[config.mk]
export PLATFORM = sky130hd
export DESIGN_NAME = cmb_msg_buffer
export DESIGN_NICKNAME = d
export VERILOG_FILES = /design/src/cmb_pkg.sv /design/src/cmb_msg_buffer.sv /design/src/cmb_data_mem.sv /design/src/cmb_rx_accept.sv
export VERILOG_INCLUDE_DIRS = /design/src
export SDC_FILE = /design/constraint.sdc
export NUM_CORES = 1
export LEC_CHECK = 0
export BUFFER_PORTS_ARGS = -buffer_cell sky130_fd_sc_hd__buf_2
export CORE_ASPECT_RATIO = 2
export CORE_UTILIZATION = 59
export CTS_BUF_LIST = sky130_fd_sc_hd__clkbuf_8
export DETAILED_ROUTE_END_ITERATION = 10
export PLACE_DENSITY = 0.88
export SLEW_MARGIN = 40
export SYNTH_ARGS = -nofsm -noshare
export SYNTH_HDL_FRONTEND = slang
export SYNTH_HIERARCHICAL = 1
export SYNTH_SLANG_ARGS = --single-unit
[constraint.sdc]
create_clock -name mclk -period 4.2 [get_ports mclk]
set_input_delay 0.21 -clock mclk [delete_from_list [all_inputs] [get_ports mclk]]
set_output_delay 0.21 -clock mclk [all_outputs]
set_load 0.05 [all_outputs]
[src/cmb_params.svh]
`ifndef CMB_PARAMS_SVH
`define CMB_PARAMS_SVH
`define CMB_OFS_PAIR01 8'h00
`define CMB_OFS_BYTE0 8'h10
`define CMB_OFS_DLC 8'h30
`define CMB_OFS_CONF 8'h34
`define CMB_OFS_CTRL 8'h38
`define CMB_OFS_ISTAT 8'h3c
`define CMB_OFS_IMASK 8'h40
`define CMB_CONF_INUSE 0
`define CMB_CONF_TYPE 3
`define CMB_CONF_RTR 6
`define CMB_CONF_OWS 7
`define CMB_CONF_WMASK 8'hf9
`define CMB_DLC_WMASK 8'h0f
`define CMB_CTRL_TRQ 0
`define CMB_CTRL_STORED 1
`define CMB_CTRL_TRQCLR 8
`define CMB_IRQ_RX 0
`define CMB_IRQ_TX 1
`define CMB_IRQ_LOST 2
`define CMB_RST_DLC 8'h00
`define CMB_RST_CONF 8'h00
`define CMB_RST_IMASK 3'h0
`define CMB_MAX_BYTES 4'h8
`define CMB_RESP_OKAY 2'h0
`define CMB_RESP_SLVERR 2'h2
`endif

[src/cmb_pkg.sv]
package cmb_pkg;
	typedef enum logic [2:0] {
		CMB_TX = 3'h0,
		CMB_RX_NOMASK = 3'h1,
		CMB_RX_MASK1 = 3'h2,
		CMB_RX_MASK2 = 3'h3,
		CMB_RX_MASK3 = 3'h4,
		CMB_RX_MASK4 = 3'h5
	} cmb_type_t;
	typedef struct packed {
		logic overwrite;
		logic remoteReq;
		logic [2:0] bufType;
		logic inUse;
	} cmb_conf_t;
	typedef struct packed {
		logic remote;
		logic [3:0] dlc;
		logic [63:0] data;
	} cmb_frame_t;
	typedef enum logic [1:0] {
		CMB_RD_IDLE = 2'h0,
		CMB_RD_WAIT = 2'h1,
		CMB_RD_RESP = 2'h2
	} cmb_rd_t;
endpackage

[src/cmb_msg_buffer.sv]
`include "cmb_params.svh"
module cmb_msg_buffer
	import cmb_pkg::*;
(
	input wire logic mclk,
	input wire logic rst_n,
	input wire logic [7:0] awaddr,
	input wire logic awvalid,
	output logic awready,
	input wire logic [31:0] wdata,
	input wire logic [3:0] wstrb,
	input wire logic wvalid,
	output logic wready,
	output logic [1:0] bresp,
	output logic bvalid,
	input wire logic bready,
	input wire logic [7:0] araddr,
	input wire logic arvalid,
	output logic arready,
	output logic [31:0] rdata,
	output logic [1:0] rresp,
	output logic rvalid,
	input wire logic rready,
	input wire logic rxValid,
	input wire cmb_frame_t rxFrame,
	output logic bufEnable,
	output logic [2:0] bufMaskSel,
	output logic txReq,
	output cmb_frame_t txFrame,
	output logic [3:0] txLen,
	input wire logic txDone,
	output logic irq
);
	// ****************
	// Declarations
	// ****************
	logic awPend, wPend, doWrite, wMapped;
	logic [7:0] wAddr, rAddr, dlcReg, confReg;
	logic [31:0] wData;
	logic [3:0] wStrb;
	cmb_rd_t rdState, next_rdState;
	cmb_conf_t conf;
	logic storedFlag, transmit_request_flag;
	logic [2:0] intStat, intMask, intSet, intClr;
	logic [63:0] memAll, busData;
	logic [7:0] busByteWe, rxByteWe;
	logic rxStore, rxDiscard, rdMapped;
	logic [3:0] next_txLen;
	logic [31:0] rdMux;
	logic [3:0] pairHitW, pairHitR;
	logic [7:0] byteHitW, byteHitR;
	logic [31:0] pairRd [4];
	logic [31:0] byteRd [8];
	logic hitDlcW, hitConfW, hitCtrlW, hitStatW, hitMaskW;
	logic hitDlcR, hitConfR, hitCtrlR, hitStatR, hitMaskR;

	// ****************
	// Write channel
	// ****************
	// Address and data are latched separately so either may come first
	assign awready = ~awPend & ~bvalid;
	assign wready = ~wPend & ~bvalid;
	assign doWrite = awPend & wPend;

	always_ff @(posedge mclk or negedge rst_n) begin
		if (!rst_n) begin
			awPend <= 1'b0;
			wAddr <= 8'h00;
		end else if (awvalid && awready) begin
			awPend <= 1'b1;
			wAddr <= awaddr;
		end else if (doWrite) begin
			awPend <= 1'b0;
		end
	end

	always_ff @(posedge mclk or negedge rst_n) begin
		if (!rst_n) begin
			wPend <= 1'b0;
			wData <= 32'h0;
			wStrb <= 4'h0;
		end else if (wvalid && wready) begin
			wPend <= 1'b1;
			wData <= wdata;
			wStrb <= wstrb;
		end else if (doWrite) begin
			wPend <= 1'b0;
		end
	end

	always_ff @(posedge mclk or negedge rst_n) begin
		if (!rst_n) begin
			bvalid <= 1'b0;
			bresp <= `CMB_RESP_OKAY;
		end else if (doWrite) begin
			bvalid <= 1'b1;
			bresp <= wMapped ? `CMB_RESP_OKAY : `CMB_RESP_SLVERR;
		end else if (bready) begin
			bvalid <= 1'b0;
		end
	end

	// ****************
	// Address decode
	// ****************
	genvar i;
	generate
		for (i = 0; i < 4; i++) begin : g_pair
			assign pairHitW[i] = wAddr == 8'(`CMB_OFS_PAIR01 + 4 * i);
			assign pairHitR[i] = rAddr == 8'(`CMB_OFS_PAIR01 + 4 * i);
			assign pairRd[i] = {16'h0, memAll[16*i +: 16]};
		end
		for (i = 0; i < 8; i++) begin : g_byte
			assign byteHitW[i] = wAddr == 8'(`CMB_OFS_BYTE0 + 4 * i);
			assign byteHitR[i] = rAddr == 8'(`CMB_OFS_BYTE0 + 4 * i);
			assign byteRd[i] = {24'h0, memAll[8*i +: 8]};
			// Pair and byte views share storage
			assign busByteWe[i] = doWrite & ((pairHitW[i/2] & wStrb[i%2]) |
				(byteHitW[i] & wStrb[0]));
			assign busData[8*i +: 8] = byteHitW[i] ? wData[7:0] : wData[8*(i%2) +: 8];
		end
	endgenerate

	assign hitDlcW = wAddr == `CMB_OFS_DLC;
	assign hitConfW = wAddr == `CMB_OFS_CONF;
	assign hitCtrlW = wAddr == `CMB_OFS_CTRL;
	assign hitStatW = wAddr == `CMB_OFS_ISTAT;
	assign hitMaskW = wAddr == `CMB_OFS_IMASK;
	assign wMapped = (|pairHitW) | (|byteHitW) | hitDlcW | hitConfW | hitCtrlW |
		hitStatW | hitMaskW;
	assign hitDlcR = rAddr == `CMB_OFS_DLC;
	assign hitConfR = rAddr == `CMB_OFS_CONF;
	assign hitCtrlR = rAddr == `CMB_OFS_CTRL;
	assign hitStatR = rAddr == `CMB_OFS_ISTAT;
	assign hitMaskR = rAddr == `CMB_OFS_IMASK;
	assign rdMapped = (|pairHitR) | (|byteHitR) | hitDlcR | hitConfR | hitCtrlR |
		hitStatR | hitMaskR;

	// ****************
	// Buffer registers
	// ****************
	// Reception claims the length register over a same-cycle write
	always_ff @(posedge mclk or negedge rst_n) begin
		if (!rst_n) begin
			dlcReg <= `CMB_RST_DLC;
		end else if (rxStore) begin
			dlcReg <= {4'h0, rxFrame.dlc};
		end else if (doWrite && hitDlcW && wStrb[0]) begin
			// Upper four bits held at zero
			dlcReg <= wData[7:0] & `CMB_DLC_WMASK;
		end
	end

	// Reception never writes here, so a remote frame leaves the remote bit alone
	// Remote bit kept on reception
	always_ff @(posedge mclk or negedge rst_n) begin
		if (!rst_n) begin
			confReg <= `CMB_RST_CONF;
		end else if (doWrite && hitConfW && wStrb[0]) begin
			// Bits 2 and 1 kept at zero
			confReg <= wData[7:0] & `CMB_CONF_WMASK;
		end
	end

	// Type and mask selection from config
	assign conf.overwrite = confReg[`CMB_CONF_OWS];
	assign conf.remoteReq = confReg[`CMB_CONF_RTR];
	assign conf.bufType = confReg[`CMB_CONF_TYPE +: 3];
	assign conf.inUse = confReg[`CMB_CONF_INUSE];
	assign bufMaskSel = conf.bufType;

	// Set wins over the clear written in the same cycle
	always_ff @(posedge mclk or negedge rst_n) begin
		if (!rst_n) begin
			storedFlag <= 1'b0;
		end else if (rxStore) begin
			storedFlag <= 1'b1;
		end else if (doWrite && hitCtrlW && wStrb[0] && wData[`CMB_CTRL_STORED]) begin
			storedFlag <= 1'b0;
		end
	end

	// Software set beats a completion landing in the same cycle
	always_ff @(posedge mclk or negedge rst_n) begin
		if (!rst_n) begin
			transmit_request_flag <= 1'b0;
		end else if (doWrite && hitCtrlW && wStrb[0] && wData[`CMB_CTRL_TRQ]) begin
			transmit_request_flag <= 1'b1;
		end else if (txDone || (doWrite && hitCtrlW && wStrb[1] &&
			wData[`CMB_CTRL_TRQCLR])) begin
			transmit_request_flag <= 1'b0;
		end
	end

	// ****************
	// Reception
	// ****************
	cmb_rx_accept u_accept (
		.conf(conf),
		.storedFlag(storedFlag),
		.transmit_request_flag(transmit_request_flag),
		.rxValid(rxValid),
		.rxRemote(rxFrame.remote),
		.rxDlc(rxFrame.dlc),
		.bufEnable(bufEnable),
		.store(rxStore),
		.discard(rxDiscard),
		.byteWe(rxByteWe)
	);

	cmb_data_mem #(
		.BYTES(8)
	) u_mem (
		.mclk(mclk),
		.rxByteWe(rxByteWe),
		.rxData(rxFrame.data),
		.busByteWe(busByteWe),
		.busData(busData),
		.rdAll(memAll)
	);

	// ****************
	// Transmission
	// ****************
	// Only an in-use transmit buffer requests
	assign txReq = bufEnable & (conf.bufType == CMB_TX) & transmit_request_flag;
	// Remote bit chooses the frame type
	// Remote frame carries the stored code
	assign txFrame = {conf.remoteReq, dlcReg[3:0], memAll};
	// Codes 0..8 give that many bytes
	// No data bytes for a remote frame
	assign next_txLen = conf.remoteReq ? 4'h0 :
		(dlcReg[3:0] > `CMB_MAX_BYTES) ? `CMB_MAX_BYTES : dlcReg[3:0];

	always_ff @(posedge mclk or negedge rst_n) begin
		if (!rst_n) begin
			txLen <= 4'h0;
		end else begin
			txLen <= next_txLen;
		end
	end

	// ****************
	// Interrupts
	// ****************
	assign intSet[`CMB_IRQ_RX] = rxStore;
	assign intSet[`CMB_IRQ_TX] = txDone;
	assign intSet[`CMB_IRQ_LOST] = rxDiscard;
	assign intClr = (doWrite && hitStatW && wStrb[0]) ? wData[2:0] : 3'h0;

	always_ff @(posedge mclk or negedge rst_n) begin
		if (!rst_n) begin
			intStat <= 3'h0;
		end else begin
			intStat <= (intStat & ~intClr) | intSet;
		end
	end

	always_ff @(posedge mclk or negedge rst_n) begin
		if (!rst_n) begin
			intMask <= `CMB_RST_IMASK;
		end else if (doWrite && hitMaskW && wStrb[0]) begin
			intMask <= wData[2:0];
		end
	end

	assign irq = |(intStat & intMask);

	// ****************
	// Read channel
	// ****************
	// One wait cycle lets the registered byte store settle after a write
	function automatic logic [31:0] rdSelect(
		input logic [3:0] pHit,
		input logic [7:0] bHit,
		input logic [31:0] pData [4],
		input logic [31:0] bData [8]
	);
		logic [31:0] acc;
		acc = 32'h0;
		for (int k = 0; k < 4; k++) begin
			acc = acc | ({32{pHit[k]}} & pData[k]);
		end
		for (int k = 0; k < 8; k++) begin
			acc = acc | ({32{bHit[k]}} & bData[k]);
		end
		return acc;
	endfunction

	assign rdMux = rdSelect(pairHitR, byteHitR, pairRd, byteRd) |
		({32{hitDlcR}} & {24'h0, dlcReg}) |
		({32{hitConfR}} & {24'h0, confReg}) |
		({32{hitCtrlR}} & {30'h0, storedFlag, transmit_request_flag}) |
		({32{hitStatR}} & {29'h0, intStat}) |
		({32{hitMaskR}} & {29'h0, intMask});

	assign arready = rdState == CMB_RD_IDLE;
	assign rvalid = rdState == CMB_RD_RESP;

	always_comb begin
		next_rdState = rdState;
		case (rdState)
			CMB_RD_IDLE: begin
				if (arvalid) begin
					next_rdState = CMB_RD_WAIT;
				end
			end
			CMB_RD_WAIT: begin
				next_rdState = CMB_RD_RESP;
			end
			CMB_RD_RESP: begin
				if (rready) begin
					next_rdState = CMB_RD_IDLE;
				end
			end
			default: begin
				next_rdState = CMB_RD_IDLE;
			end
		endcase
	end

	always_ff @(posedge mclk or negedge rst_n) begin
		if (!rst_n) begin
			rdState <= CMB_RD_IDLE;
			rAddr <= 8'h00;
		end else begin
			rdState <= next_rdState;
			if (arvalid && arready) begin
				rAddr <= araddr;
			end
		end
	end

	always_ff @(posedge mclk or negedge rst_n) begin
		if (!rst_n) begin
			rdata <= 32'h0;
			rresp <= `CMB_RESP_OKAY;
		end else if (rdState == CMB_RD_WAIT) begin
			rdata <= rdMux;
			rresp <= rdMapped ? `CMB_RESP_OKAY : `CMB_RESP_SLVERR;
		end
	end
endmodule

[src/cmb_data_mem.sv]
`include "cmb_params.svh"
module cmb_data_mem #(
	parameter int BYTES = 8
) (
	input wire logic mclk,
	input wire logic [BYTES-1:0] rxByteWe,
	input wire logic [8*BYTES-1:0] rxData,
	input wire logic [BYTES-1:0] busByteWe,
	input wire logic [8*BYTES-1:0] busData,
	output logic [8*BYTES-1:0] rdAll
);
	// ****************
	// Byte storage
	// ****************
	// No reset: contents are undefined until written
	logic [7:0] mem [BYTES];
	genvar i;
	generate
		for (i = 0; i < BYTES; i++) begin : g_byte
			// Reception wins a same-cycle collision with software
			always_ff @(posedge mclk) begin
				if (rxByteWe[i]) begin
					mem[i] <= rxData[8*i +: 8];
				end else if (busByteWe[i]) begin
					mem[i] <= busData[8*i +: 8];
				end
			end
			always_ff @(posedge mclk) begin
				rdAll[8*i +: 8] <= mem[i];
			end
		end
	endgenerate
endmodule

[src/cmb_rx_accept.sv]
`include "cmb_params.svh"
module cmb_rx_accept
	import cmb_pkg::*;
(
	input wire cmb_conf_t conf,
	input wire logic storedFlag,
	input wire logic transmit_request_flag,
	input wire logic rxValid,
	input wire logic rxRemote,
	input wire logic [3:0] rxDlc,
	output logic bufEnable,
	output logic store,
	output logic discard,
	output logic [7:0] byteWe
);
	logic isTx;
	logic isRx;
	logic remoteOk;
	logic dataOk;
	logic [3:0] nBytes;
	// Only the six legal type codes
	assign isTx = conf.bufType == CMB_TX;
	assign isRx = conf.bufType inside {CMB_RX_NOMASK, CMB_RX_MASK1, CMB_RX_MASK2,
		CMB_RX_MASK3, CMB_RX_MASK4};
	assign bufEnable = conf.inUse & (isTx | isRx);
	assign remoteOk = rxRemote & ~conf.remoteReq & ~transmit_request_flag;
	assign dataOk = ~rxRemote & isRx & (~storedFlag | conf.overwrite);
	assign store = rxValid & bufEnable & (remoteOk | dataOk);
	assign discard = rxValid & bufEnable & ~rxRemote & isRx & storedFlag & ~conf.overwrite;
	// Store received bytes, capped at eight
	assign nBytes = (rxRemote) ? 4'h0 : (rxDlc > `CMB_MAX_BYTES) ? `CMB_MAX_BYTES : rxDlc;
	genvar i;
	generate
		for (i = 0; i < 8; i++) begin : g_we
			assign byteWe[i] = store & (4'(i) < nBytes);
		end
	endgenerate
endmodule

Word-level counts from Yosys, hierarchy flattened. Memory sizes are Yosys's and may differ from the RTL's. A register that Yosys moved wholly into a read port is not among the register bits. Index checks and enable logic that the tools add are counted.

Input port bits: 130. Word-level logic and storage cells: 302. Bits in writable memories: 64. Register bits: 101. Memories kept: 1.

Equal/unequal tests: 41. $lt $le $gt $ge: 10. Mux-type cells: 73. Reduce and logical (&&, ||, !) cells: 35. Bitwise operators: 124.

Memory list: u_mem.mem (depth 8, width 8, rd ports 8, clocked after Yosys merged registers in 8, wr ports 8, line cmb_data_mem.sv:16) `logic [7:0] mem [BYTES];`.

Operators by type and width (number): $or A32 B32 Y32 (16); $and A32 B8 Y32 (10); $and A32 B16 Y32 (4); $eq A8 B6 Y1 const B (16); $mux W8 (14); $and A32 B3 Y32 (2); $eq A8 B5 Y1 const B (8); $mux W1 (49); $and A1 B1 Y1 (48); $and A32 B2 Y32 (1); $eq A8 B4 Y1 const B (4); $or A1 B1 Y1 (31); $logic_and A1 B1 Y1 (17); $eq A8 B3 Y1 const B (2); $eq A8 B7 Y1 const B (2); $logic_not A8 Y1 (2); $lt A3 B4 Y1 const A (4); $mux W4 (4); $reduce_or A8 Y1 (2); $reduce_bool A2 Y1 (6); $gt A4 B4 Y1 const B (2); $lt A1 B4 Y1 const A (2); $lt A2 B4 Y1 const A (2); $mux W2 (4); other kinds (20) (31).

Logic depth before layout (Yosys ltp).
Depth after elaboration: 18. Mapped depth: 8. Mapped depth without buffers: 7.

By module. The synthesis kept the hierarchy.

By module, submodules not included: cmb_msg_buffer (sequential area each 1976.9 um^2, cells an instance 476, instances 1, area an instance 4928.5 um^2); cmb_data_mem (sequential area each 3203.1 um^2, cells an instance 216, instances 1, area an instance 4414.2 um^2); cmb_rx_accept (sequential area each 0.0 um^2, cells an instance 25, instances 1, area an instance 171.4 um^2).

Least setup slack after synthesis. Ideal clock, no wire load.

Path type: register to output. Start: reg confReg[5]. End: out txReq. Path slack: 1575 ps. Arrival: 2415 ps. Path buffers: 0. Stages on the path, launching flop included: 4. Data required time: 3990 ps. Cells stage by stage: dfrtp_1 > a21boi_4 > nand2_1 > nor4_1.

Cells in the longest elaborated chain, start to end: 6. Elaborated cells on any way between the ends: 11. Those cells by class: eq/ne (5); bitwise (4); reduce/logical (2).

RTL lines: start: declaration (line cmb_msg_buffer.sv:38) `logic [7:0] wAddr, rAddr, dlcReg, confReg;`; start signal: assignment (line cmb_msg_buffer.sv:158) `` confReg <= `CMB_RST_CONF; ``; start signal: assignment (line cmb_msg_buffer.sv:161) `` confReg <= wData[7:0] & `CMB_CONF_WMASK; ``; $eq A3 B1 Y1, or another cell as far along (line cmb_rx_accept.sv:23) `assign isRx = conf.bufType inside {CMB_RX_NOMASK, CMB_RX_MASK1, CMB_RX_MASK2,`; $reduce_bool A5 Y1 (line cmb_rx_accept.sv:23); $or A1 B1 Y1 * (line cmb_rx_accept.sv:25) `assign bufEnable = conf.inUse & (isTx | isRx);`; $and A1 B1 Y1 * (line cmb_rx_accept.sv:25); via bufEnable (line cmb_msg_buffer.sv:26) `output logic bufEnable,`; $and A1 B1 Y1 * (2 in a row) (line cmb_msg_buffer.sv:226) `assign txReq = bufEnable & (conf.bufType == CMB_TX) & transmit_request_flag;`; end: declaration (line cmb_msg_buffer.sv:28) `output logic txReq,`.

The timed path passes the listed nets; every way through them passes the cells marked *.

==> impl_table.tex <==
\begin{tabular}{lr}
\hline
Metric & Value \\
\hline
\multicolumn{2}{l}{\textbf{STA}} \\
\quad Slew @ Worst Pin & 0.800 ns \\
\quad Max-slew violations & 0 \\
\quad Worst Clk Skew & 0.0185 ns \\
\quad Final worst-path cycle share & 0.648 \\
\quad Final number of setup-violating endpoints & 0 \\
\quad RSZ-0062 raised after global routing & false \\
\quad Highest clock rate & 367 MHz \\
\quad Number of endpoints with negative hold slack in the final report & 0 \\
\quad Final critical-path required period & 2.72 ns \\
\quad Worst slew margin & 0.467 \\
\quad Summed negative setup slack over all endpoints & 0 ns \\
\multicolumn{2}{l}{\textbf{Power}} \\
\quad Worst IR drop on VDD & 0.600 mV \\
\quad Switching power & 2880 uW \\
\quad Areal power density over the cells & 578 nW/um\^{}2 \\
\quad Internal portion of total power & 4170 uW \\
\quad Part of the power in combinational logic & 0.338 \\
\quad Fraction of power consumed by the clock network & 0.226 \\
\quad Proportion of power drawn by flip-flops and latches & 0.436 \\
\quad Leakage power total & 0.00536 uW \\
\quad Overall power consumption & 7050 uW \\
\quad Net Sw Frac & 0.408 \\
\multicolumn{2}{l}{\textbf{Global route}} \\
\quad GR Util met1 & 0.363 \\
\quad Pin count of the biggest net entering global routing & 80 \\
\quad Met3 usage in global routing & 0.0498 \\
\quad All-Layer GR Usage & 0.361 \\
\quad Global-route wire length before repair & 44,600 um \\
\quad Met2 usage & 0.668 \\
\quad Via count of the first global-routing pass & 7,766 \\
\quad Initial antenna violation count & 2 \\
\quad Leftover overflow at the end of global routing & 0 \\
\quad Busiest layer in global routing & met2 \\
\multicolumn{2}{l}{\textbf{Floorplanning}} \\
\quad Site Rows & 65 \\
\quad Starting utilization of the core area & 0.603 \\
\quad Placeable core area & 15,800 um\^{}2 \\
\quad Overall die width & 91.8 um \\
\quad Height of the chip & 182 um \\
\quad Top-Level Pins & 250 \\
\quad DIE AREA & 16,700 um\^{}2 \\
\multicolumn{2}{l}{\textbf{Flow run}} \\
\quad Max-cap violation count & 0 \\
\multicolumn{2}{l}{\textbf{Route}} \\
\quad First DRT Iteration DRCs & 547 \\
\quad Detailed Route WL & 30,200 um \\
\quad DRC violation count after routing & 0 \\
\quad Total via count after detailed routing & 7,555 \\
\quad Number of detailed-route iterations in the first pass & 5 \\
\quad Drt via density & 6.04 \\
\quad Average routed wire per standard cell & 24.1 um \\
\quad Antenna violation net count after detailed routing & 0 \\
\multicolumn{2}{l}{\textbf{Critical path}} \\
\quad Crit path kind & reg2reg \\
\quad Worst endpoint data arrival time & 3.03 ns \\
\quad Largest fanout of any net on the critical path & 11 \\
\quad Critical path data required time & 4.51 ns \\
\quad Type of element capturing the critical path & flop \\
\quad CP startpoint kind & flop \\
\multicolumn{2}{l}{\textbf{Clock tree}} \\
\quad Sinks on Clock Net & 207 \\
\quad Source-to-sink clock delay at the later pin of the worst-skew pair & 0.56 ns \\
\quad Hold bufs inserted after CTS & 105 \\
\quad Count of instances resized after the clock tree is built & 0 \\
\quad Max Root-Sink Buffers & 3 \\
\quad Total clock buffers created by CTS & 28 \\
\quad Setup fix buffers added after clock tree synthesis & 0 \\
\quad Post-CTS clock slew at the launch and capture registers of the worst setup and hold paths & 0.08 ns \\
\quad CTS tree & yes \\
\quad H-tree depth & 1 \\
\quad Buffer type at the clock tree root & clkbuf\_8 \\
\multicolumn{2}{l}{\textbf{Finish}} \\
\quad Area growth from synthesis to layout & 28.2\% \\
\quad Fraction of final layout cells with drive strength greater than 1 & 0.415 \\
\quad Final-stage net count & 1,155 \\
\multicolumn{2}{l}{\textbf{Place}} \\
\quad Quantity of I/O buffers inserted on ports & 213 \\
\quad Global placement routability congestion & 1.07 \\
\quad HPWL after detailed placement & 20,400 um \\
\multicolumn{2}{l}{\textbf{Logic synthesis}} \\
\quad Warning count from the yosys run & 6 \\
\quad Gate count after technology mapping & 717 \\
\quad Sequential area share after synthesis & 0.544 \\
\quad Count of flip-flops with a built-in enable after synthesis & 64 \\
\quad Predominant post-synthesis flop cell & dfrtp\_1 \\
\quad Syn Std Cell Area & 9510 um\^{}2 \\
\quad Share of flip-flops with an asynchronous set or reset & 0.382 \\
\quad Per-instance average area after synthesis & 13.3 um\^{}2 \\
\quad Synth Register Bits & 207 \\
\quad Number of distinct library cells after synthesis & 71 \\
\multicolumn{2}{l}{\textbf{Status}} \\
\quad Outcome & completed \\
\multicolumn{2}{l}{\textbf{Hold path}} \\
\quad Worst min-delay path category & in2reg \\
\hline
\end{tabular}
[layer usage]
metal  routed length (um)  vias to the layer above
met1                 9630                     3675
met3                 1990                      126
met2                16200                      488
met5                    0                        -
met4                 2340                        0
li1                     -                     3266
[cells by family after synthesis]
family,Yosys count,share of synthesized area
AOI/OAI and AO/OA,107,0.0867
xor gates and xnor gates,3,0.00276
buffers and inverters,70,0.0454
DFF,207,0.544
muxes,163,0.216
other,1,0.000394
and+or+nand+nor,166,0.105
[placed cells by master, fill, tap and decap left out, types with 8 or more instances in the layout]
| master | instances |
|---|---|
| a32oi_1 | 8 |
| nand2b_4 | 8 |
| conb_1 | 18 |
| mux2_2 | 78 |
| or2_2 | 8 |
| dlygate4sd3_1 | 106 |
| nand2_1 | 28 |
| inv_1 | 13 |
| edfxtp_1 | 64 |
| buf_2 | 212 |
| clkbuf_8 | 31 |
| nand3_1 | 11 |
| o21a_1 | 8 |
| dfxtp_1 | 64 |
| mux2_4 | 64 |
| a31oi_1 | 10 |
| a21oi_1 | 10 |
| nor3_1 | 18 |
| dfrtp_1 | 78 |
| nor2_1 | 33 |
| a22oi_1 | 11 |
| mux2i_1 | 19 |
| nor2b_1 | 9 |
| o21ai_0 | 8 |
[cell usage after synthesis, types with 6 or more instances]
cell type | n | area [um^2]
edfxtp_1 | 64 | 1920
nand3_1 | 11 | 55.1
or2_2 | 8 | 50.1
and2_1 | 8 | 50.1
a21oi_1 | 10 | 50.1
nand3b_1 | 6 | 45.0
a32o_1 | 6 | 60.1
mux2_4 | 64 | 961
a22oi_1 | 11 | 82.6
nor3_1 | 18 | 90.1
a31oi_1 | 10 | 62.6
buf_4 | 23 | 173
buf_2 | 12 | 60.1
buf_6 | 9 | 101
a32oi_1 | 8 | 70.1
nand4_1 | 7 | 43.8
nand2b_4 | 8 | 110
clkbuf_1 | 18 | 67.6
mux2i_1 | 19 | 190
nand2_1 | 28 | 105
dfrtp_1 | 79 | 1980
o21ai_0 | 8 | 40.0
dfxtp_1 | 64 | 1280
nor2_1 | 33 | 124
mux2_2 | 78 | 878
nor2b_1 | 9 | 56.3
o221ai_1 | 7 | 61.3
o21a_1 | 8 | 60.1
[sequential cells by signal, summed over array words and instances, names as in the netlist]
signal                 cells
awPend                     1
bresp                      1
bvalid                     1
confReg                    6
dlcReg                     4
intMask                    3
intStat                    3
rAddr                      8
rdState                    2
rdata                     16
rresp                      1
storedFlag                 1
transmit_request_flag      1
txLen                      4
u_mem/mem                 64
u_mem/rdAll               64
wAddr                      8
wData                     16
wPend                      1
wStrb                      2
[worst max-delay path: stages (launching register included)]
cell      delay (ns)
dfrtp_1         0.58
nor4b_1         0.56
nand2_1         0.40
o22ai_1         0.41
nand2b_4        0.19
mux2_4          0.34
[power groups by stage]
| stage | Clock [uW] | Combinational (uW) | Sequential [uW] |
|---|---|---|---|
| floorplan | 0 | 1510 | 3140 |
| global route | 1690 | 2510 | 3100 |
| finish | 1600 | 2380 | 3070 |
| detailed placement | 0 | 2250 | 3070 |
| global placement | 0 | 2210 | 3050 |
| CTS | 1580 | 2340 | 3040 |
[worst paths after layout]
| path | cells after the start | slack, ns | startpoint | to |
|---|---|---|---|---|
| setup reg to reg | 5 | 1.48 | wAddr[5] | u_mem/mem[1][12] |
| hold reg to reg | 0 | 0.33 | u_mem/mem[0][5] | u_mem/rdAll[5] |
| hold / removal | 2 | 0.17 | arvalid | rdState[0] |
| setup / recovery | 5 | 1.48 | wAddr[5] | u_mem/mem[1][12] |
| max in group asynchronous | 2 | 3.38 | rst_n | rAddr[3] |
| min in group asynchronous | 2 | 0.25 | rst_n | rdata[4] |
[layout make-up]
type | count | area [um^2]
Antenna cell | 3 | 7.51
Clock buffer | 31 | 427
Clock inverter | 21 | 151
Fill cell | 922 | 3580
Inverter | 5 | 18.8
Multi-Input combinational cell | 457 | 3970
Sequential cell | 207 | 5180
Tap cell | 201 | 251
Timing Repair Buffer | 326 | 2190
[per-stage QoR]
step           hold slack [ns]  setup slack (ns)  std cells   util  cell area (um^2)
2_1_floorplan          -0.0856              1.58        734      -              9580
3_3_place_gp             0.324              1.60       1090  0.668             10500
3_5_place_dp             0.295              1.56       1090  0.669             10600
4_1_cts               0.000495              1.51       1247  0.772             12200
5_1_grt                  0.174              1.29       1251  0.773             12200
6_report                 0.174              1.48       1251  0.773             12200
Power figures use the tool's default switching activity.
